==> src/rtl/mtc_pkg.sv <==
package mtc_pkg;
  // register indices; byte address is four times the index
  localparam logic [7:0] IDX_CTRL_FLAGS  = 8'h88;
  localparam logic [7:0] IDX_MODE_CONFIG = 8'h89;
  localparam logic [7:0] IDX_T0_LOW      = 8'h8a;
  localparam logic [7:0] IDX_T1_LOW      = 8'h8b;
  localparam logic [7:0] IDX_T0_HIGH     = 8'h8c;
  localparam logic [7:0] IDX_T1_HIGH     = 8'h8d;
  localparam logic [7:0] IDX_T2_CTRL     = 8'hc8;
  localparam logic [7:0] IDX_T2_RLD_LOW  = 8'hca;
  localparam logic [7:0] IDX_T2_RLD_HIGH = 8'hcb;
  localparam logic [7:0] IDX_T2_LOW      = 8'hcc;
  localparam logic [7:0] IDX_T2_HIGH     = 8'hcd;

  localparam logic [7:0] RST_BYTE = 8'h00;

  // control/flag bit positions
  localparam int B_TF1 = 7;
  localparam int B_TR1 = 6;
  localparam int B_TF0 = 5;
  localparam int B_TR0 = 4;
  localparam int B_IE1 = 3;
  localparam int B_IT1 = 2;
  localparam int B_IE0 = 1;
  localparam int B_IT0 = 0;

  // mode config bit positions
  localparam int B_CT1    = 6;
  localparam int B_M1_HI  = 5;
  localparam int B_M1_LO  = 4;
  localparam int B_FIRST_TIMER_GATE_ENABLE  = 3;
  localparam int B_CT0    = 2;
  localparam int B_M0_HI  = 1;
  localparam int B_M0_LO  = 0;
  localparam logic [7:0] MODE_WR_MASK = 8'h7f;

  // third timer control bit positions
  localparam int B_THIRD_TIMER_PRESCALE_SELECT   = 7;
  localparam int B_RLD_HI = 4;
  localparam int B_RLD_LO = 3;
  localparam int B_SEL_HI = 1;
  localparam int B_SEL_LO = 0;

  localparam logic [1:0] MODE_13BIT  = 2'b00;
  localparam logic [1:0] MODE_16BIT  = 2'b01;
  localparam logic [1:0] MODE_RELOAD = 2'b10;
  localparam logic [1:0] MODE_SPLIT  = 2'b11;

  localparam logic [1:0] SEL_STOP  = 2'b00;
  localparam logic [1:0] SEL_TIMER = 2'b01;
  localparam logic [1:0] SEL_EVENT = 2'b10;
  localparam logic [1:0] SEL_GATED = 2'b11;

  localparam logic [1:0] RLD_ON_OVF    = 2'b10;
  localparam logic [1:0] RLD_ON_STROBE = 2'b11;

  localparam int PRESCALE_BASE = 12;
  localparam int PRESCALE_LONG = 24;
endpackage

==> src/rtl/mtc_timers.sv <==
// The implementer's own choice: the APB register port.
`timescale 1ns/1ps
module mtc_timers #(
  parameter int ADDR_W = 12
) (
  input  wire logic              pclk,
  input  wire logic              presetn,
  input  wire logic              psel,
  input  wire logic              penable,
  input  wire logic              pwrite,
  input  wire logic [ADDR_W-1:0] paddr,
  input  wire logic [31:0]       pwdata,
  output logic [31:0]            prdata,
  output logic                   pready,
  output logic                   pslverr,
  input  wire logic              first_event_input,
  input  wire logic              second_event_input,
  input  wire logic              third_event_input,
  input  wire logic              ext_irq_a_n,
  input  wire logic              ext_irq_b_n,
  input  wire logic              reload_strobe,
  input  wire logic              first_timer_ovf_ack,
  input  wire logic              second_timer_ovf_ack,
  input  wire logic              ext_irq_a_ack,
  input  wire logic              ext_irq_b_ack,
  output logic                   first_timer_overflow_flag,
  output logic                   second_timer_overflow_flag,
  output logic                   ext_irq_a_flag,
  output logic                   ext_irq_b_flag,
  output logic                   second_timer_baud_tick,
  output logic                   third_timer_overflow
);
  function automatic logic fell(input logic older, input logic newer);
    return older & ~newer;
  endfunction

  // {overflow, high, low} after one step of a legacy counter
  function automatic logic [16:0] step(input logic [1:0] m, input logic [7:0] lo,
                                       input logic [7:0] hi, input logic inc);
    logic [12:0] c13;
    logic [16:0] r;
    c13 = 13'h0;
    r   = {1'b0, hi, lo};
    if (inc) begin
      case (m)
        mtc_pkg::MODE_13BIT: begin
          c13 = {hi, lo[4:0]} + 13'h1;
          r   = {&{hi, lo[4:0]}, c13[12:5], lo[7:5], c13[4:0]};
        end
        mtc_pkg::MODE_16BIT: r = {&{hi, lo}, 16'({hi, lo} + 16'h1)};
        mtc_pkg::MODE_RELOAD: begin
          if (&lo) r = {1'b1, hi, hi};
          else r = {1'b0, hi, 8'(lo + 8'h1)};
        end
        default: r = {1'b0, hi, lo};
      endcase
    end
    return r;
  endfunction

  logic [7:0]  ctrl_q, mode_q, tl0_q, th0_q, tl1_q, th1_q, t2c_q;
  logic [15:0] cnt2_q, rld2_q;
  logic [4:0]  pre_q;
  logic [5:0]  s1_q, s2_q;
  logic        pready_q, pslverr_q, baud_q, ovf2_q;
  logic [31:0] prdata_q;
  logic [7:0]  ctrl_d, tl0_d, th0_d, tl1_d, th1_d;
  logic [15:0] cnt2_d;

  // pin samples: 0/1/2 events, 3/4 ext pins, 5 reload strobe
  wire [5:0] pins_w = {reload_strobe, ext_irq_b_n, ext_irq_a_n,
                       third_event_input, second_event_input, first_event_input};
  wire [5:0] fall_w;
  for (genvar i = 0; i < 6; i++) begin : g_edge
    assign fall_w[i] = fell(s2_q[i], s1_q[i]);
  end

  // bus decode
  wire       setup_w   = psel & ~penable;
  wire [7:0] idx_w     = paddr[9:2];
  wire       aligned_w = (paddr[1:0] == 2'b00) & (paddr[ADDR_W-1:10] == '0);
  wire       hit_w     = aligned_w & (idx_w inside {mtc_pkg::IDX_CTRL_FLAGS,
                         mtc_pkg::IDX_MODE_CONFIG, mtc_pkg::IDX_T0_LOW, mtc_pkg::IDX_T1_LOW,
                         mtc_pkg::IDX_T0_HIGH, mtc_pkg::IDX_T1_HIGH, mtc_pkg::IDX_T2_CTRL,
                         mtc_pkg::IDX_T2_RLD_LOW, mtc_pkg::IDX_T2_RLD_HIGH,
                         mtc_pkg::IDX_T2_LOW, mtc_pkg::IDX_T2_HIGH});
  wire       wr_w      = psel & penable & pready_q & pwrite & ~pslverr_q;
  wire [7:0] wd_w      = pwdata[7:0];
  wire       wr_ctrl_w = wr_w & (idx_w == mtc_pkg::IDX_CTRL_FLAGS);
  wire       wr_mode_w = wr_w & (idx_w == mtc_pkg::IDX_MODE_CONFIG);
  wire       wr_tl0_w  = wr_w & (idx_w == mtc_pkg::IDX_T0_LOW);
  wire       wr_th0_w  = wr_w & (idx_w == mtc_pkg::IDX_T0_HIGH);
  wire       wr_tl1_w  = wr_w & (idx_w == mtc_pkg::IDX_T1_LOW);
  wire       wr_th1_w  = wr_w & (idx_w == mtc_pkg::IDX_T1_HIGH);
  wire       wr_t2c_w  = wr_w & (idx_w == mtc_pkg::IDX_T2_CTRL);
  wire       wr_rl_w   = wr_w & (idx_w == mtc_pkg::IDX_T2_RLD_LOW);
  wire       wr_rh_w   = wr_w & (idx_w == mtc_pkg::IDX_T2_RLD_HIGH);
  wire       wr_t2l_w  = wr_w & (idx_w == mtc_pkg::IDX_T2_LOW);
  wire       wr_t2h_w  = wr_w & (idx_w == mtc_pkg::IDX_T2_HIGH);

  logic [7:0] rd_w;
  always_comb begin
    case (idx_w)
      mtc_pkg::IDX_CTRL_FLAGS:  rd_w = ctrl_q;
      mtc_pkg::IDX_MODE_CONFIG: rd_w = mode_q;
      mtc_pkg::IDX_T0_LOW:      rd_w = tl0_q;
      mtc_pkg::IDX_T1_LOW:      rd_w = tl1_q;
      mtc_pkg::IDX_T0_HIGH:     rd_w = th0_q;
      mtc_pkg::IDX_T1_HIGH:     rd_w = th1_q;
      mtc_pkg::IDX_T2_CTRL:     rd_w = t2c_q;
      mtc_pkg::IDX_T2_RLD_LOW:  rd_w = rld2_q[7:0];
      mtc_pkg::IDX_T2_RLD_HIGH: rd_w = rld2_q[15:8];
      mtc_pkg::IDX_T2_LOW:      rd_w = cnt2_q[7:0];
      mtc_pkg::IDX_T2_HIGH:     rd_w = cnt2_q[15:8];
      default:                  rd_w = mtc_pkg::RST_BYTE;
    endcase
  end

  // shared prescaler, 0..23
  localparam int PRE_W = 5;
  localparam logic [PRE_W-1:0] PRE_MID  = PRE_W'(mtc_pkg::PRESCALE_BASE - 1);
  localparam logic [PRE_W-1:0] PRE_LAST = PRE_W'(mtc_pkg::PRESCALE_LONG - 1);
  wire tick12_w = (pre_q == PRE_MID) | (pre_q == PRE_LAST);
  wire tick24_w = (pre_q == PRE_LAST);

  // legacy timer controls
  wire [1:0] m0_w   = mode_q[mtc_pkg::B_M0_HI:mtc_pkg::B_M0_LO];
  wire [1:0] m1_w   = mode_q[mtc_pkg::B_M1_HI:mtc_pkg::B_M1_LO];
  wire       tr0_w  = ctrl_q[mtc_pkg::B_TR0];
  wire       tr1_w  = ctrl_q[mtc_pkg::B_TR1];
  wire       run0_w = tr0_w & (~mode_q[mtc_pkg::B_FIRST_TIMER_GATE_ENABLE] | ext_irq_a_n);
  wire       inc0_w = run0_w & (mode_q[mtc_pkg::B_CT0] ? fall_w[0] : tick12_w);
  wire       inc1_w = tr1_w & (mode_q[mtc_pkg::B_CT1] ? fall_w[1] : tick12_w);
  wire       split_w = (m0_w == mtc_pkg::MODE_SPLIT);

  wire [16:0] st0_w = step(m0_w, tl0_q, th0_q, inc0_w);
  wire [16:0] st1_w = step(m1_w, tl1_q, th1_q, inc1_w); // mode 3 holds
  wire        lo3_ovf_w = split_w & inc0_w & (&tl0_q);
  wire        hi3_inc_w = split_w & tr1_w & tick12_w;
  wire        hi3_ovf_w = hi3_inc_w & (&th0_q);
  wire        ovf0_w    = split_w ? lo3_ovf_w : st0_w[16];
  wire        ovf1_w    = st1_w[16];

  always_comb begin
    if (split_w) begin
      tl0_d = inc0_w ? 8'(tl0_q + 8'h1) : tl0_q;
      th0_d = hi3_inc_w ? 8'(th0_q + 8'h1) : th0_q;
    end else begin
      tl0_d = st0_w[7:0];
      th0_d = st0_w[15:8];
    end
    tl1_d = st1_w[7:0];
    th1_d = st1_w[15:8];
    if (wr_tl0_w) tl0_d = wd_w;
    if (wr_th0_w) th0_d = wd_w;
    if (wr_tl1_w) tl1_d = wd_w;
    if (wr_th1_w) th1_d = wd_w;
  end

  // flags: hardware set wins over ack and over a software write of 0
  wire set_tf0_w = ovf0_w;
  wire set_tf1_w = split_w ? hi3_ovf_w : ovf1_w;
  wire set_ie0_w = ctrl_q[mtc_pkg::B_IT0] ? fall_w[3] : ~ext_irq_a_n;
  wire set_ie1_w = ctrl_q[mtc_pkg::B_IT1] ? fall_w[4] : ~ext_irq_b_n;

  function automatic logic flag_next(input logic cur, input logic set, input logic clr,
                                     input logic wr, input logic wbit);
    return set | (wr ? wbit : (cur & ~clr));
  endfunction

  always_comb begin
    ctrl_d = wr_ctrl_w ? wd_w : ctrl_q;
    ctrl_d[mtc_pkg::B_TF0] = flag_next(ctrl_q[mtc_pkg::B_TF0], set_tf0_w, first_timer_ovf_ack,
                                       wr_ctrl_w, wd_w[mtc_pkg::B_TF0]);
    ctrl_d[mtc_pkg::B_TF1] = flag_next(ctrl_q[mtc_pkg::B_TF1], set_tf1_w, second_timer_ovf_ack,
                                       wr_ctrl_w, wd_w[mtc_pkg::B_TF1]);
    ctrl_d[mtc_pkg::B_IE0] = flag_next(ctrl_q[mtc_pkg::B_IE0], set_ie0_w, ext_irq_a_ack,
                                       wr_ctrl_w, wd_w[mtc_pkg::B_IE0]);
    ctrl_d[mtc_pkg::B_IE1] = flag_next(ctrl_q[mtc_pkg::B_IE1], set_ie1_w, ext_irq_b_ack,
                                       wr_ctrl_w, wd_w[mtc_pkg::B_IE1]);
  end

  // third timer
  wire [1:0] sel2_w = t2c_q[mtc_pkg::B_SEL_HI:mtc_pkg::B_SEL_LO];
  wire [1:0] rld_w  = t2c_q[mtc_pkg::B_RLD_HI:mtc_pkg::B_RLD_LO];
  wire       tick2_w = t2c_q[mtc_pkg::B_THIRD_TIMER_PRESCALE_SELECT] ? tick24_w : tick12_w;
  logic      inc2_w;
  always_comb begin
    case (sel2_w)
      mtc_pkg::SEL_TIMER: inc2_w = tick2_w;
      mtc_pkg::SEL_EVENT: inc2_w = fall_w[2];
      mtc_pkg::SEL_GATED: inc2_w = tick2_w & third_event_input;
      default:            inc2_w = 1'b0;
    endcase
  end
  wire ovf2_w    = inc2_w & (&cnt2_q);
  wire reload2_w = ((rld_w == mtc_pkg::RLD_ON_OVF) & ovf2_w)
                 | ((rld_w == mtc_pkg::RLD_ON_STROBE) & fall_w[5]);

  always_comb begin
    cnt2_d = inc2_w ? 16'(cnt2_q + 16'h1) : cnt2_q;
    if (reload2_w) cnt2_d = rld2_q;
    if (wr_t2l_w) cnt2_d[7:0] = wd_w;
    if (wr_t2h_w) cnt2_d[15:8] = wd_w;
  end

  always_ff @(posedge pclk or negedge presetn) begin
    if (!presetn) begin
      pready_q  <= 1'b0;
      pslverr_q <= 1'b0;
      prdata_q  <= 32'h0;
    end else begin
      // zero-wait: ready in the first access cycle
      pready_q  <= setup_w;
      pslverr_q <= setup_w & ~hit_w;
      prdata_q  <= (setup_w & ~pwrite & hit_w) ? {24'h0, rd_w} : 32'h0;
    end
  end

  always_ff @(posedge pclk or negedge presetn) begin
    if (!presetn) begin
      ctrl_q <= mtc_pkg::RST_BYTE;
      mode_q <= mtc_pkg::RST_BYTE;
      t2c_q  <= mtc_pkg::RST_BYTE;
      tl0_q  <= mtc_pkg::RST_BYTE;
      th0_q  <= mtc_pkg::RST_BYTE;
      tl1_q  <= mtc_pkg::RST_BYTE;
      th1_q  <= mtc_pkg::RST_BYTE;
      cnt2_q <= 16'h0;
      rld2_q <= 16'h0;
    end else begin
      ctrl_q <= ctrl_d;
      if (wr_mode_w) mode_q <= wd_w & mtc_pkg::MODE_WR_MASK;
      if (wr_t2c_w) t2c_q <= wd_w;
      if (wr_rl_w) rld2_q[7:0] <= wd_w;
      if (wr_rh_w) rld2_q[15:8] <= wd_w;
      tl0_q  <= tl0_d;
      th0_q  <= th0_d;
      tl1_q  <= tl1_d;
      th1_q  <= th1_d;
      cnt2_q <= cnt2_d;
    end
  end

  // pins idle high, so samples reset to one to avoid a false edge
  always_ff @(posedge pclk or negedge presetn) begin
    if (!presetn) begin
      s1_q   <= '1;
      s2_q   <= '1;
      pre_q  <= '0;
      baud_q <= 1'b0;
      ovf2_q <= 1'b0;
    end else begin
      s1_q   <= pins_w;
      s2_q   <= s1_q;
      pre_q  <= (pre_q == PRE_LAST) ? '0 : PRE_W'(pre_q + 1'b1);
      baud_q <= ovf1_w; // baud source even when its flag is borrowed
      ovf2_q <= ovf2_w;
    end
  end

  assign prdata  = prdata_q;
  assign pready  = pready_q;
  assign pslverr = pslverr_q;
  assign first_timer_overflow_flag  = ctrl_q[mtc_pkg::B_TF0];
  assign second_timer_overflow_flag = ctrl_q[mtc_pkg::B_TF1];
  assign ext_irq_a_flag             = ctrl_q[mtc_pkg::B_IE0];
  assign ext_irq_b_flag             = ctrl_q[mtc_pkg::B_IE1];
  assign second_timer_baud_tick     = baud_q;
  assign third_timer_overflow       = ovf2_q;

  wire t0_wr_w = wr_tl0_w | wr_th0_w;

  property p_tick12;
    @(posedge pclk) disable iff (!presetn)
      tick12_w |=> !tick12_w [*8] ##1 !tick12_w [*3] ##1 tick12_w;
  endproperty
  a_tick12: assert property (p_tick12) else $error("12-cycle tick spacing broken");

  property p_event_count;
    @(posedge pclk) disable iff (!presetn)
      ($fell(s1_q[1]) && tr1_w && mode_q[mtc_pkg::B_CT1] && m1_w == mtc_pkg::MODE_16BIT
       && !wr_tl1_w && !wr_th1_w) |=> ({th1_q, tl1_q} == 16'($past({th1_q, tl1_q}) + 16'h1));
  endproperty
  a_event_count: assert property (p_event_count) else $error("event not counted");

  property p_first_timer_mode_field_upper;
    @(posedge pclk) disable iff (!presetn)
      (m0_w == mtc_pkg::MODE_13BIT && !t0_wr_w) |=> (tl0_q[7:5] == $past(tl0_q[7:5]));
  endproperty
  a_first_timer_mode_field_upper: assert property (p_first_timer_mode_field_upper) else $error("mode 0 upper bits moved");

  property p_reload;
    @(posedge pclk) disable iff (!presetn)
      (m0_w == mtc_pkg::MODE_RELOAD && inc0_w && tl0_q == 8'hff && !t0_wr_w)
        |=> (tl0_q == $past(th0_q)) && first_timer_overflow_flag;
  endproperty
  a_reload: assert property (p_reload) else $error("auto-reload failed");

  property p_stopped;
    @(posedge pclk) disable iff (!presetn)
      (!tr0_w && !split_w && !t0_wr_w) |=> $stable({th0_q, tl0_q});
  endproperty
  a_stopped: assert property (p_stopped) else $error("stopped timer moved");

  property p_second_hold;
    @(posedge pclk) disable iff (!presetn)
      (m1_w == mtc_pkg::MODE_SPLIT && !wr_tl1_w && !wr_th1_w) |=> $stable({th1_q, tl1_q});
  endproperty
  a_second_hold: assert property (p_second_hold) else $error("held timer moved");

  property p_set_wins;
    @(posedge pclk) disable iff (!presetn)
      (set_tf0_w && first_timer_ovf_ack) |=> first_timer_overflow_flag;
  endproperty
  a_set_wins: assert property (p_set_wins) else $error("overflow lost to ack");

  property p_ack_clears;
    @(posedge pclk) disable iff (!presetn)
      (ext_irq_b_ack && !set_ie1_w && !wr_ctrl_w) |=> !ext_irq_b_flag;
  endproperty
  a_ack_clears: assert property (p_ack_clears) else $error("ack did not clear");

  property p_t2_event;
    @(posedge pclk) disable iff (!presetn)
      (sel2_w == mtc_pkg::SEL_EVENT && $fell(s1_q[2]) && !reload2_w && !wr_t2l_w
       && !wr_t2h_w) |=> (cnt2_q == 16'($past(cnt2_q) + 16'h1));
  endproperty
  a_t2_event: assert property (p_t2_event) else $error("third event not counted");

  property p_t2_ovf_reload;
    @(posedge pclk) disable iff (!presetn)
      (rld_w == mtc_pkg::RLD_ON_OVF && ovf2_w && !wr_t2l_w && !wr_t2h_w)
        |=> (cnt2_q == $past(rld2_q)) ##0 third_timer_overflow;
  endproperty
  a_t2_ovf_reload: assert property (p_t2_ovf_reload) else $error("reload missed");

  property p_t2_gate;
    @(posedge pclk) disable iff (!presetn)
      (sel2_w == mtc_pkg::SEL_GATED && !third_event_input && !reload2_w && !wr_t2l_w
       && !wr_t2h_w) |=> $stable(cnt2_q);
  endproperty
  a_t2_gate: assert property (p_t2_gate) else $error("gated timer ran");

  property p_apb_ready;
    @(posedge pclk) disable iff (!presetn)
      setup_w |=> pready ##1 !pready || setup_w;
  endproperty
  a_apb_ready: assert property (p_apb_ready) else $error("pready timing wrong");

  c_split: cover property (@(posedge pclk) disable iff (!presetn) hi3_ovf_w);
  c_t2_strobe: cover property (@(posedge pclk) disable iff (!presetn)
                               (rld_w == mtc_pkg::RLD_ON_STROBE) && fall_w[5]);
  c_first_timer_mode_field_ovf: cover property (@(posedge pclk) disable iff (!presetn)
                               (m0_w == mtc_pkg::MODE_13BIT) && ovf0_w);
endmodule // mtc_timers

==> config.mk <==
export PLATFORM = sky130hd
export DESIGN_NAME = mtc_timers
export DESIGN_NICKNAME = d
export VERILOG_FILES = /design/src/rtl/mtc_pkg.sv /design/src/rtl/mtc_timers.sv
export SDC_FILE = /design/constraint.sdc
export NUM_CORES = 1
export LEC_CHECK = 0
export ABC_AREA = 0
export BUFFER_PORTS_ARGS = -buffer_cell sky130_fd_sc_hd__buf_4
export CORE_MARGIN = 10
export CORE_UTILIZATION = 59
export CTS_CLUSTER_SIZE = 14
export DETAILED_ROUTE_END_ITERATION = 7
export PLACE_DENSITY = 0.79
export SLEW_MARGIN = 20
export SYNTH_ARGS = -nofsm -noshare
export SYNTH_HDL_FRONTEND = slang
export SYNTH_SLANG_ARGS = --single-unit
==> constraint.sdc <==
create_clock -name pclk -period 2.9 [get_ports pclk]
set_clock_uncertainty 0.05 [all_clocks]
set_input_delay 0.29 -clock pclk [delete_from_list [all_inputs] [get_ports pclk]]
set_output_delay 0.29 -clock pclk [all_outputs]
set_load 0.01 [all_outputs]
==> results of run 1 <==
==> state kept, by name, summed over array words and instances, names as in the netlist <==
register and cells:
cnt2_q 16, ctrl_q 8, mode_q 7, prdata 8, pre_q 5, pready 1
pslverr 1, rld2_q 16, s1_q 6, s2_q 6, second_timer_baud_tick 1, t2c_q 8
th0_q 8, th1_q 8, third_timer_overflow 1, tl0_q 8, tl1_q 8
==> how the worst max path moves through the flow <==
stage	from	slack, ns	endpoint	depth (start not counted)
final	pre_q[4]	0.15	cnt2_q[15]	7
after global routing	pre_q[4]	0.05	cnt2_q[15]	7
after CTS	pre_q[4]	0.17	cnt2_q[6]	6
after detailed placement	pre_q[4]	0.19	cnt2_q[6]	6
after global placement	pre_q[4]	0.21	cnt2_q[6]	6
after floorplan	pre_q[2]	0.33	cnt2_q[5]	7
==> synth_stat cells, types with 18 or more instances <==
| cell type | n |
|---|---|
| xnor2_1 | 19 |
| o21ai_0 | 39 |
| nor2_1 | 71 |
| nand3_1 | 28 |
| mux2i_1 | 20 |
| and3_1 | 19 |
| a21oi_1 | 53 |
| dfrtp_1 | 104 |
| a22oi_1 | 27 |
| buf_4 | 24 |
| mux2_2 | 39 |
| nand2_1 | 74 |
| a221o_1 | 18 |
| clkbuf_1 | 43 |
| nor3_1 | 18 |
==> per-stage QoR <==
step           std cells  total power [mW]
4_1_cts             1074              4.02
3_5_place_dp        1035              1.92
5_1_grt             1074              4.12
3_3_place_gp        1035              1.91
6_report            1074              4.03
2_1_floorplan        862              1.81
==> critical path: cells and delay by family (launching register included) <==
kind            cells  cell delay [ns]
compound gates      3             1.11
simple gates        3             0.75
flops               1             0.43
buf+inv             1             0.28
==> kinds of logic (layout without fill, tap and decap cells) <==
family	Yosys count	count (layout)	synth area share (%)
compound gates	239	239	22.0
xor+xnor	29	29	3.36
fa+ha+maj	9	9	1.49
buf+inv	91	131	5.98
flops	116	116	38.6
mux	59	59	8.46
other cells	1	24	0.0496
simple gates	295	295	20.1
==> per-layer routing <==
| metal | global-route usage [%] | vias to the layer above | part of all wire (%) |
|---|---|---|---|
| met4 | 11.4 | 0 | 3.3 |
| met1 | 34.8 | 3539 | 40 |
| li1 | - | 3195 | - |
| met2 | 43.8 | 466 | 46 |
| met3 | 7.63 | 81 | 11 |
| met5 | 0 | - | 0 |
==> power groups by stage <==
| stage | logic [mW] | clock network (mW) | registers (mW) |
|---|---|---|---|
| global route | 0.253 | 2.20 | 1.67 |
| global placement | 0.217 | 0 | 1.69 |
| floorplan | 0.121 | 0 | 1.69 |
| detailed placement | 0.222 | 0 | 1.69 |
| finish | 0.236 | 2.12 | 1.67 |
| CTS | 0.231 | 2.13 | 1.67 |
==> final cells by class <==
class	instances	area [um2]
clock buffers	19	443
clock inverters	13	149
fillers	989	3850
inverters	14	52.6
multi-input cells	655	4270
flip-flops and latches	116	2920
well taps	172	215
repair buffers	85	668
==> impl.org, run 1 <==
** Yosys
- Asr flop ratio synth :: 100%
- Register area share after synthesis :: between 30 and 40%
- The largest total area in the synthesized netlist belongs to dfrtp_1.
- #FFs+latches synth :: between 100 and 150
- Counting every instance in the synthesized netlist gives 839.
- The synthesized netlist occupies a cell area of roughly 7600 um2.
- Average footprint of a synthesized cell :: 9.00 um2
- Most used flip-flop cell after synthesis :: dfrtp_1
- During synthesis, Yosys emitted a total of 0 warnings.
- The netlist uses 76 different library cells.
- Biggest area contributors in the synthesized netlist :: dfrtp_1, mux2_2, dfstp_2, nand2_1, nor2_1
- Counting flops with a built-in enable in the synthesized netlist gives 0.
- In this run the biggest area consumer among cell types represents about 34% of the synthesized area.

** Clock tree
- The clock reaches the later pin of the worst-skew pair after ~0.44 ns.
- Maximum clock insertion buffer count :: 2
- The tree is rooted in a clkbuf_16.
- Clock Sink Count :: between 100 and 150
- The clock tree synthesis step divided the H-tree into 4 levels.
- Hold repair after CTS inserted 7 buffers.
- Setup Buffers After CTS :: 0
- Number of buffers created by CTS :: 17
- Number of gates resized after CTS :: 0
- TritonCTS built the clock tree.
- After clock tree synthesis, the clock-pin slew on the worst setup and hold paths is around 0.060 ns.

** STA
- The final number of max-transition violations was 0.
- The worst path uses between 90% and 100% of the clock period.
- Unrepaired setup endpoints after global routing :: no
- Relative slew slack :: a little over a third
- Setup violations remaining at the end of the flow were counted as 0.
- Smallest hold slack :: 0.0893 ns
- Pin slew with the least headroom to its limit :: 0.938 ns
- Timing would allow up to between 300 and 400 MHz.
- Across all setup checks in the final design, the least slack found is ~0.15 ns.
- Post-layout min period :: about 2.7 ns
- Count of endpoints failing hold in the final timing report :: 0
- For the final routed database, the setup TNS stands at 0 ns.

** Pwr
- The analysis attributes to net switching a power of between 1 and 1.5 mW.
- Pleak :: between 3 and 4 nW
- Of the total power, combinational logic draws about 5.9%.
- Clock share of power :: between 50% and 60%
- Cell-internal power :: 3.02 mW
- Switching portion of total power :: 24.9%
- Total power divided by cell area :: around 460 nW/um2
- IR analysis of the VDD net gives a maximum drop of 0.474 mV.
- The share of total power dissipated in sequential elements is about two fifths.

** Final layout
- Layout-stage area growth over the synthesis result :: 15.4%
- Proportion of layout cells with a drive suffix above 1 :: between 10% and 20%
- Most frequent standard cell in the layout excluding fill and tap cells :: dfrtp_1
- The finished cells cover around 8700 um2.
- 0 antenna diodes ended up in the layout.
- Post-layout nets :: around 960
- The top cell types in the final layout, fill and taps aside, are dfrtp_1, buf_4, nand2_1.
- Final core utilization :: between 60% and 70%

** Route
- After the first detailed-routing iteration, the DRC count stood at around 1,200.
- Using the TritonRoute via totals, the vias-per-cell ratio works out to 6.78.
- Wire length after detailed routing :: about 25 mm
- In the routed design, unresolved DRC markers number 0.
- The first detailed-routing pass ran for 6 iterations.
- The final route contains 7,281 vias.
- DRT antenna net count :: 0
- Per-cell routed wire length :: approximately 23 um

** Floorplan
- Site Rows :: 41
- Vertical extent of the die :: between 100 and 150 um
- Starting utilization of the core area :: about three fifths
- The die covers about 18,000 um2.
- Horizontal die dimension :: 133 um
- Core footprint :: ~13,000 um2
- I/O Pins :: 99

** Worst setup path
- Worst setup SP type :: flop
- Among all stages on the critical path, the largest delay is contributed by or4b_4.
- Worst path arrival time :: between 3 and 4 ns
- Kind of critical path :: reg -> reg
- Worst reg-to-reg setup slack :: approximately 0.15 ns
- Cell depth of the worst flop-to-flop path :: 7
- The worst setup path is captured at a flop.
- Reg-to-reg critical path startpoint :: pre_q[4]
- For the worst setup path, the data required time is approximately 3.2 ns.
- The critical path goes through or4b_4 > a221oi_2 > nor2_2 > o31ai_4 > buf_4 > nor3_1 > a311o_1.
- The worst register-to-register path ends at cnt2_q[15].
- Maximum net fanout on the critical path :: 9
- Stage delay of the slowest cell on the critical path :: 0.56 ns

** Global routing
- For this run, the total global-route usage over all layers was measured as between 20% and 30%.
- The number of global-route vias before repair is 6,922.
- The first global-routing pass estimated 39.0 mm of wire.
- Number of antenna violations at the first check in global routing :: 0
- After global routing the overflow that remains totals 0.
- Largest net degree at the start of global routing :: 77

** Placed design
- RD Place Congestion :: a little under 1
- OpenSTA, run right after detailed placement, puts the worst setup slack at around 0.19 ns.
- IO buf count :: 50
- The placed instances occupy a cell area of 8050 um2.
- Once detailed placement completed, the half-perimeter wirelength came to approximately 17 mm.

** Min path
- Counting instances, the worst hold path has a depth of 3.
- Type of the worst min-delay path :: in -> reg
- Startpoint of the worst hold path :: psel
- Hold Path End :: pready

** Job
- Maxcap violations :: 0

** Outcome
- Status :: finished, final reports clean
Power figures use the tool's default switching activity.
==> inputs of run 2 (changes only) <==
--- a/config.mk
+++ b/config.mk
@@ -9,9 +9,11 @@
 export BUFFER_PORTS_ARGS = -buffer_cell sky130_fd_sc_hd__buf_4
 export CORE_MARGIN = 10
 export CORE_UTILIZATION = 59
+export CTS_CLUSTER_DIAMETER = 200
 export CTS_CLUSTER_SIZE = 14
 export DETAILED_ROUTE_END_ITERATION = 7
 export PLACE_DENSITY = 0.79
+export REMOVE_ABC_BUFFERS = 1
 export SLEW_MARGIN = 20
 export SYNTH_ARGS = -nofsm -noshare
 export SYNTH_HDL_FRONTEND = slang
==> impl.org, run 2 (same netlist as run 1, synthesis figures left out) <==
** STA
- Count of endpoints failing hold in the final timing report :: 0 (unchanged)
- Relative slew slack :: 49.6% (+14 points)
- Post-layout min period :: 2.82 ns (+0.0686 ns)
- The highest attainable clock frequency came to 355 MHz (-2.4%).
- Pin slew with the least headroom to its limit :: 0.757 ns (-0.182 ns)
- The part of the cycle the worst path needs was 97.2% (+2.4 points).
- Total count of max-transition violations in the final report :: 0 (unchanged)
- Unrepaired setup endpoints after global routing :: no
- The setup TNS is 0 ns (unchanged).
- Final Setup Violations :: 0 (unchanged)

** Worst setup path
- Kind of critical path :: reg -> reg
- The worst setup path is launched from a flop.
- Worst path arrival time :: 3.07 ns (+0.06 ns)
- Required time at the endpoint of the critical path :: 3.15 ns (about the same)
- The worst setup path is captured at a flop.
- Maximum net fanout on the critical path :: 7 (-2)

** Floorplan
- The horizontal extent of the die is 133 um (unchanged).
- The total I/O pin count is 99 (unchanged).
- The starting density of the core came to 60.1% (unchanged).
- The die outline area was 17,700 um2 (unchanged).
- The site row count was 41 (unchanged).
- The die height is 133 um (unchanged).
- The area of the core region is 12,600 um2 (unchanged).

** Clock tree
- Cell at the root of the clock tree :: clkbuf_16
- The post-cts repair resize count came to 0 (unchanged).
- The count of clock tree sinks came to 116 (unchanged).
- The total clock buffers created by CTS came to 17 (unchanged).
- The register clock-pin slew on the reported worst setup and hold paths came to 0.06 ns (about the same).
- CTS tree :: built
- Htree depth :: 4 (unchanged)
- The clock insertion delay at the later pin of the skew report was 0.42 ns (-0.02 ns).
- Maximum clock insertion buffer count :: 2 (unchanged)

** Route
- DRT antenna net count :: 0 (unchanged)
- DR iter-0 viols :: 995 (-14%)
- The overall via count from detail_route was 7,377 (+1.3%).
- DRC Markers :: 0 (unchanged)
- Wire length after detailed routing :: 24.9 mm (about the same)
- Per-cell routed wire length :: 23.1 um (-0.34%)
- The via count normalized by instance count came to 6.84 (+0.94%).
- Number of optimization iterations in the first detailed-route pass :: 6 (unchanged)

** Placed design
- Placed wire-length estimate :: 17.2 mm (-1.1%)
- RD Place Congestion :: 0.997 (+0.28%)
- IO buf count :: 50 (unchanged)
- The post-detailed-placement cell area came to 8080 um2 (+0.37%).
- The instance count after placement with tap cells included came to 1,039 (+0.39%).

** Final layout
- The area taken by flip-flops and latches came to 2920 um2 (unchanged).
- Proportion of layout cells with a drive suffix above 1 :: 20.0% (+0.47 points)
- The final antenna diode count was 0 (unchanged).
- Leaving out fill and tap cells, the most frequent cell in the layout is dfrtp_1.
- Layout-stage area growth over the synthesis result :: 15.8%
- The post-layout instance count excluding filler cells is 1,078 (+0.37%).
- The final standard cell area without fillers was 8750 um2 (+0.37%).
- The multi-input gate area in the final layout came to 4270 um2 (unchanged).
- The largest registers in the layout are cnt2_q: 16 flops, rld2_q: 16 flops.
- Post-layout nets :: 961 (+0.42%)
- Leaving out fill and tap cells, the most frequent cells in the layout are dfrtp_1, buf_4, nand2_1.
- Fill cell total of the finished layout :: 1,013 (+2.4%)

** Global routing
- GRT Overall Usage :: 27.7% (+0.090 points)
- Number of antenna violations at the first check in global routing :: 0 (unchanged)
- Via count of the first global-routing pass :: 7,098 (+2.5%)
- First-pass GRT wire length :: 39.2 mm (+0.34%)
- The final global-route overflow total is 0 (unchanged).
- The maximum number of pins on one net before global-route repair was 52 (-32%).

** Job
- Maxcap violations :: 0 (unchanged)

** Pwr
- The maximum vdd ir drop is 0.454 mV (-4.1%).
- The total leakage power is 3.62 nW (+0.67%).
- Total power divided by cell area :: 462 nW/um2 (about the same)

** Min path
- Type of the worst min-delay path :: in -> reg

** Outcome
- The run finished with clean final reports.
-- run 2: final timing paths --
path,start,end,slack [ns],cells past startpoint
worst max-delay path,pre_q[4],cnt2_q[6],0.08,6
worst min-delay path,psel,pready,0.12,3
worst max register to register,pre_q[4],cnt2_q[6],0.08,6
worst min register to register,s1_q[2],s2_q[2],0.31,0
max in group asynchronous,presetn,s1_q[2],1.63,3
min in group asynchronous,presetn,prdata[3],0.36,2
-- run 2: worst max-delay path, stage by stage, from the launching register on --
cell and delay [ns]:
dfrtp_1 0.44, or4b_4 0.56, a221oi_2 0.36, nor2_2 0.12, o31ai_4 0.44, mux2_2 0.40, a221o_1 0.33
-- run 2: final cells by class --
class | count | share of cell area, %
Tap cell | 172 | 2.46
Inverter | 14 | 0.601
Clock inverter | 15 | 1.93
Clock buffer | 17 | 4.86
Sequential cell | 116 | 33.4
Timing Repair Buffer | 89 | 7.98
Multi-Input combinational cell | 655 | 48.8
-- run 2: routing by layer --
| layer | global-route usage [%] | vias up | share of wire (%) |
|---|---|---|---|
| met2 | 43.2 | 538 | 46 |
| met4 | 11.8 | 0 | 4.1 |
| li1 | - | 3206 | - |
| met1 | 35.6 | 3532 | 39 |
| met5 | 0 | - | 0 |
| met3 | 7.29 | 101 | 11 |
-- run 2: stage by stage --
stage	hold slack, ns	total power [mW]	util, %	worst slack [ns]
floorplan	-0.0556	1.76	-	0.0284
finish	0.122	4.04	69.6	0.0814
global route	0.127	4.15	69.6	0.0155
CTS	0.0762	4.04	69.6	0.0917
detailed placement	0.270	1.92	64.3	0.116
global placement	0.273	1.91	64.3	0.172
-- run 2: where the power goes --
part / leakage, nW / internal [mW] / total [mW] / switching [mW]
clock network: 0.284 / 1.29 / 2.13 / 0.849
logic: 1.85 / 0.0825 / 0.237 / 0.155
registers: 1.48 / 1.65 / 1.67 / 0.0229
total: 3.62 / 3.01 / 4.04 / 1.03
-- run 2: what timing repair did --
item	CTS	global route
hold endpoints to repair	42	0
hold buffers	7	0
buffers inserted	0	0
==> inputs of run 3 (changes only) <==
--- a/config.mk
+++ b/config.mk
@@ -7,12 +7,13 @@
 export LEC_CHECK = 0
 export ABC_AREA = 0
 export BUFFER_PORTS_ARGS = -buffer_cell sky130_fd_sc_hd__buf_4
-export CORE_MARGIN = 10
-export CORE_UTILIZATION = 59
+export CORE_ASPECT_RATIO = 1.5
+export CORE_MARGIN = 8
+export CORE_UTILIZATION = 63
 export CTS_CLUSTER_DIAMETER = 200
 export CTS_CLUSTER_SIZE = 14
 export DETAILED_ROUTE_END_ITERATION = 7
-export PLACE_DENSITY = 0.79
+export PLACE_DENSITY = 0.84
 export REMOVE_ABC_BUFFERS = 1
 export SLEW_MARGIN = 20
 export SYNTH_ARGS = -nofsm -noshare
==> constraint.sdc (replaced) <==
create_clock -name pclk -period 3.5 [get_ports pclk]
set_clock_uncertainty 0.05 [all_clocks]
set_input_delay 0.35 -clock pclk [delete_from_list [all_inputs] [get_ports pclk]]
set_output_delay 0.35 -clock pclk [all_outputs]
set_load 0.01 [all_outputs]
==> impl.org, run 3 (same netlist as run 1, synthesis figures left out) <==
** Pwr
- Total power divided by cell area :: 398 nW/um2 (-14%)
- The total leakage power came to 3.55 nW (-1.9%).
- Worst ir drop on vdd :: 0.338 mV (-26%)

** Route
- DRT antenna net count :: 0 (unchanged)
- The via count normalized by instance count came to 7.04 (+2.8%).
- The DRC violation count after routing was 0 (unchanged).
- DR iter-0 viols :: 713 (-28%)
- Wire length after detailed routing :: 25.7 mm (+3.4%)
- The overall via count from detail_route is 7,346 (-0.42%).
- The mean routed wirelength per cell was 24.6 um (+6.7%).
- The total iterations of the first detailed-routing run was 6 (unchanged).

** Clock tree
- Clock tree synthesis selected as its root buffer the cell clkbuf_16.
- The count of clock tree sinks was 116 (unchanged).
- Htree depth :: 4 (unchanged)
- TritonCTS built the clock tree.
- The register clock-pin slew on the reported worst setup and hold paths is 0.06 ns (about the same).
- Clock insertion delay at the later pin of the skew report :: 0.42 ns (about the same)
- Number of buffers created by CTS :: 17 (unchanged)
- The number of buffers inserted by hold repair at cts came to 5 (-2).
- The number of buffers on the longest clock path came to 2 (unchanged).
- The post-cts repair resize count is 0 (unchanged).
- Setup Buffers After CTS :: 0 (unchanged)

** Floorplan
- Horizontal die dimension :: 105 um (-21%)
- I/O Pins :: 99 (unchanged)
- The area of the core region is 11,800 um2 (-5.9%).
- Starting utilization of the core area :: 63.8% (+3.7 points)
- The die height came to 150 um (+13%).
- The site row count came to 49 (+20%).
- The die outline area came to 15,800 um2 (-11%).

** STA
- Final Setup Violations :: 0 (unchanged)
- The transition time at the pin with the least slew margin came to 1.02 ns (+0.261 ns).
- The headroom to the max-slew limit was 31.7% (-18 points).
- Share of the cycle needed by the critical path after routing :: 80.6% (-17 points)
- The final-report hold violation count came to 19 (+19).
- Setup repair after global routing left no endpoint under its margin.
- Total Neg Setup Slack :: 0 ns (unchanged)
- Smallest hold slack :: -0.0321 ns (-0.154 ns)
- The time the final worst path needs with I/O delays and setup was 2.82 ns (+0.00199 ns).
- The final number of max-transition violations came to 0 (unchanged).
- Worst setup margin :: 0.679 ns (+0.598 ns)
- The highest attainable clock frequency came to 355 MHz (about the same).

** Placed design
- The port buffer count came to 50 (unchanged).
- Setup slack at placement :: 0.682 ns (+0.566 ns)
- RD Place Congestion :: 1.03 (+2.8%)
- Placed wire-length estimate :: 18.2 mm (+5.8%)

** Min path
- In this run the worst hold path is classified as in -> async.

** Final layout
- Largest registers ranked by flip-flop count :: cnt2_q: 16 flops, rld2_q: 16 flops
- The final antenna diode count was 0 (unchanged).
- Most frequent cells in the layout :: dfrtp_1, nand2_1, nor2_1
- Post-layout nets :: 946 (-1.6%)
- Proportion of layout cells with a drive suffix above 1 :: 18.7% (-1.2 points)
- Leaving out fill and tap cells, the most frequent cell in the layout is dfrtp_1.
- Relative to the synthesized area, the layout overhead comes to 14.5%.

** Job
- Maxcap violations :: 0 (unchanged)

** Global routing
- The wire length of the first global-routing pass was 40.0 mm (+2.0%).
- Largest net degree at the start of global routing :: 63 (+21%)
- The overall global routing resource usage is 32.7% (+5.0 points).
- Number of antenna violations at the first check in global routing :: 0 (unchanged)
- The number of global-route vias before repair is 7,136 (+0.54%).
- The final global-route overflow total was 0 (unchanged).

** Worst setup path
- The setup path with the least slack is of type reg -> reg.
- The data arrival at the endpoint of the critical path is 3.07 ns (about the same).
- STA classifies the critical path startpoint as a flop.
- Maximum net fanout on the critical path :: 12 (+5)
- The worst setup path is captured at a flop.
- Required time at the endpoint of the critical path :: 3.75 ns (+0.60 ns)

** Outcome
- The flow ran to the end, but the final reports show violations.
- Violated checks :: hold timing
[run 3: final timing paths]
| check | startpoint | endpoint | slack [ns] | depth (start not counted) |
|---|---|---|---|---|
| min in group pclk | ext_irq_a_n | s1_q[3] | 0.03 | 1 |
| min | presetn | th1_q[3] | -0.03 | 1 |
| max | pre_q[2] | cnt2_q[7] | 0.68 | 6 |
| max in group asynchronous | presetn | s2_q[2] | 2.61 | 2 |
| min reg2reg | s1_q[0] | s2_q[0] | 0.32 | 0 |
| max reg2reg | pre_q[2] | cnt2_q[7] | 0.68 | 6 |
[run 3: critical path, stage by stage (launching register included)]
cell and delay, ns:
dfrtp_1 0.45, or4b_4 0.54, a221oi_2 0.31, nor2_2 0.19
o31ai_4 0.45, mux2_2 0.39, a221o_1 0.31
[run 3: layer usage]
metal / share of wire (%) / wire (um) / global-route usage [%]
met5: 0 / 0 / 0
met4: 6.4 / 1650 / 22.3
met3: 9.3 / 2400 / 6.51
met1: 35 / 9020 / 38.1
met2: 49 / 12700 / 53.3
[run 3: through the flow]
step                      power, mW  utilization, %  cell area, um2  std cells  hold slack [ns]
after floorplan                1.46               -            7240        785          0.00441
after global placement         1.58            67.3            7960       1007            0.304
after detailed placement       1.59            67.3            7960       1007            0.305
after CTS                      3.45            73.1            8650       1044          0.00330
after global routing           3.53            73.1            8650       1044           0.0270
final                          3.45            73.1            8650       1044          -0.0321
[run 3: layout make-up]
cell class | instances | area, um2
multi-input cells | 655 | 4270
inverters | 14 | 52.6
fillers | 888 | 3180
clock inverters | 12 | 179
flip-flops and latches | 116 | 2920
clock buffers | 20 | 457
repair buffers | 74 | 581
well taps | 153 | 191
[run 3: power by group]
group | total [mW] | switching [mW] | internal, mW | leakage [nW]
Sequential | 1.38 | 0.0209 | 1.36 | 1.48
Combinational | 0.192 | 0.126 | 0.0653 | 1.77
Clock | 1.87 | 0.643 | 1.23 | 0.290
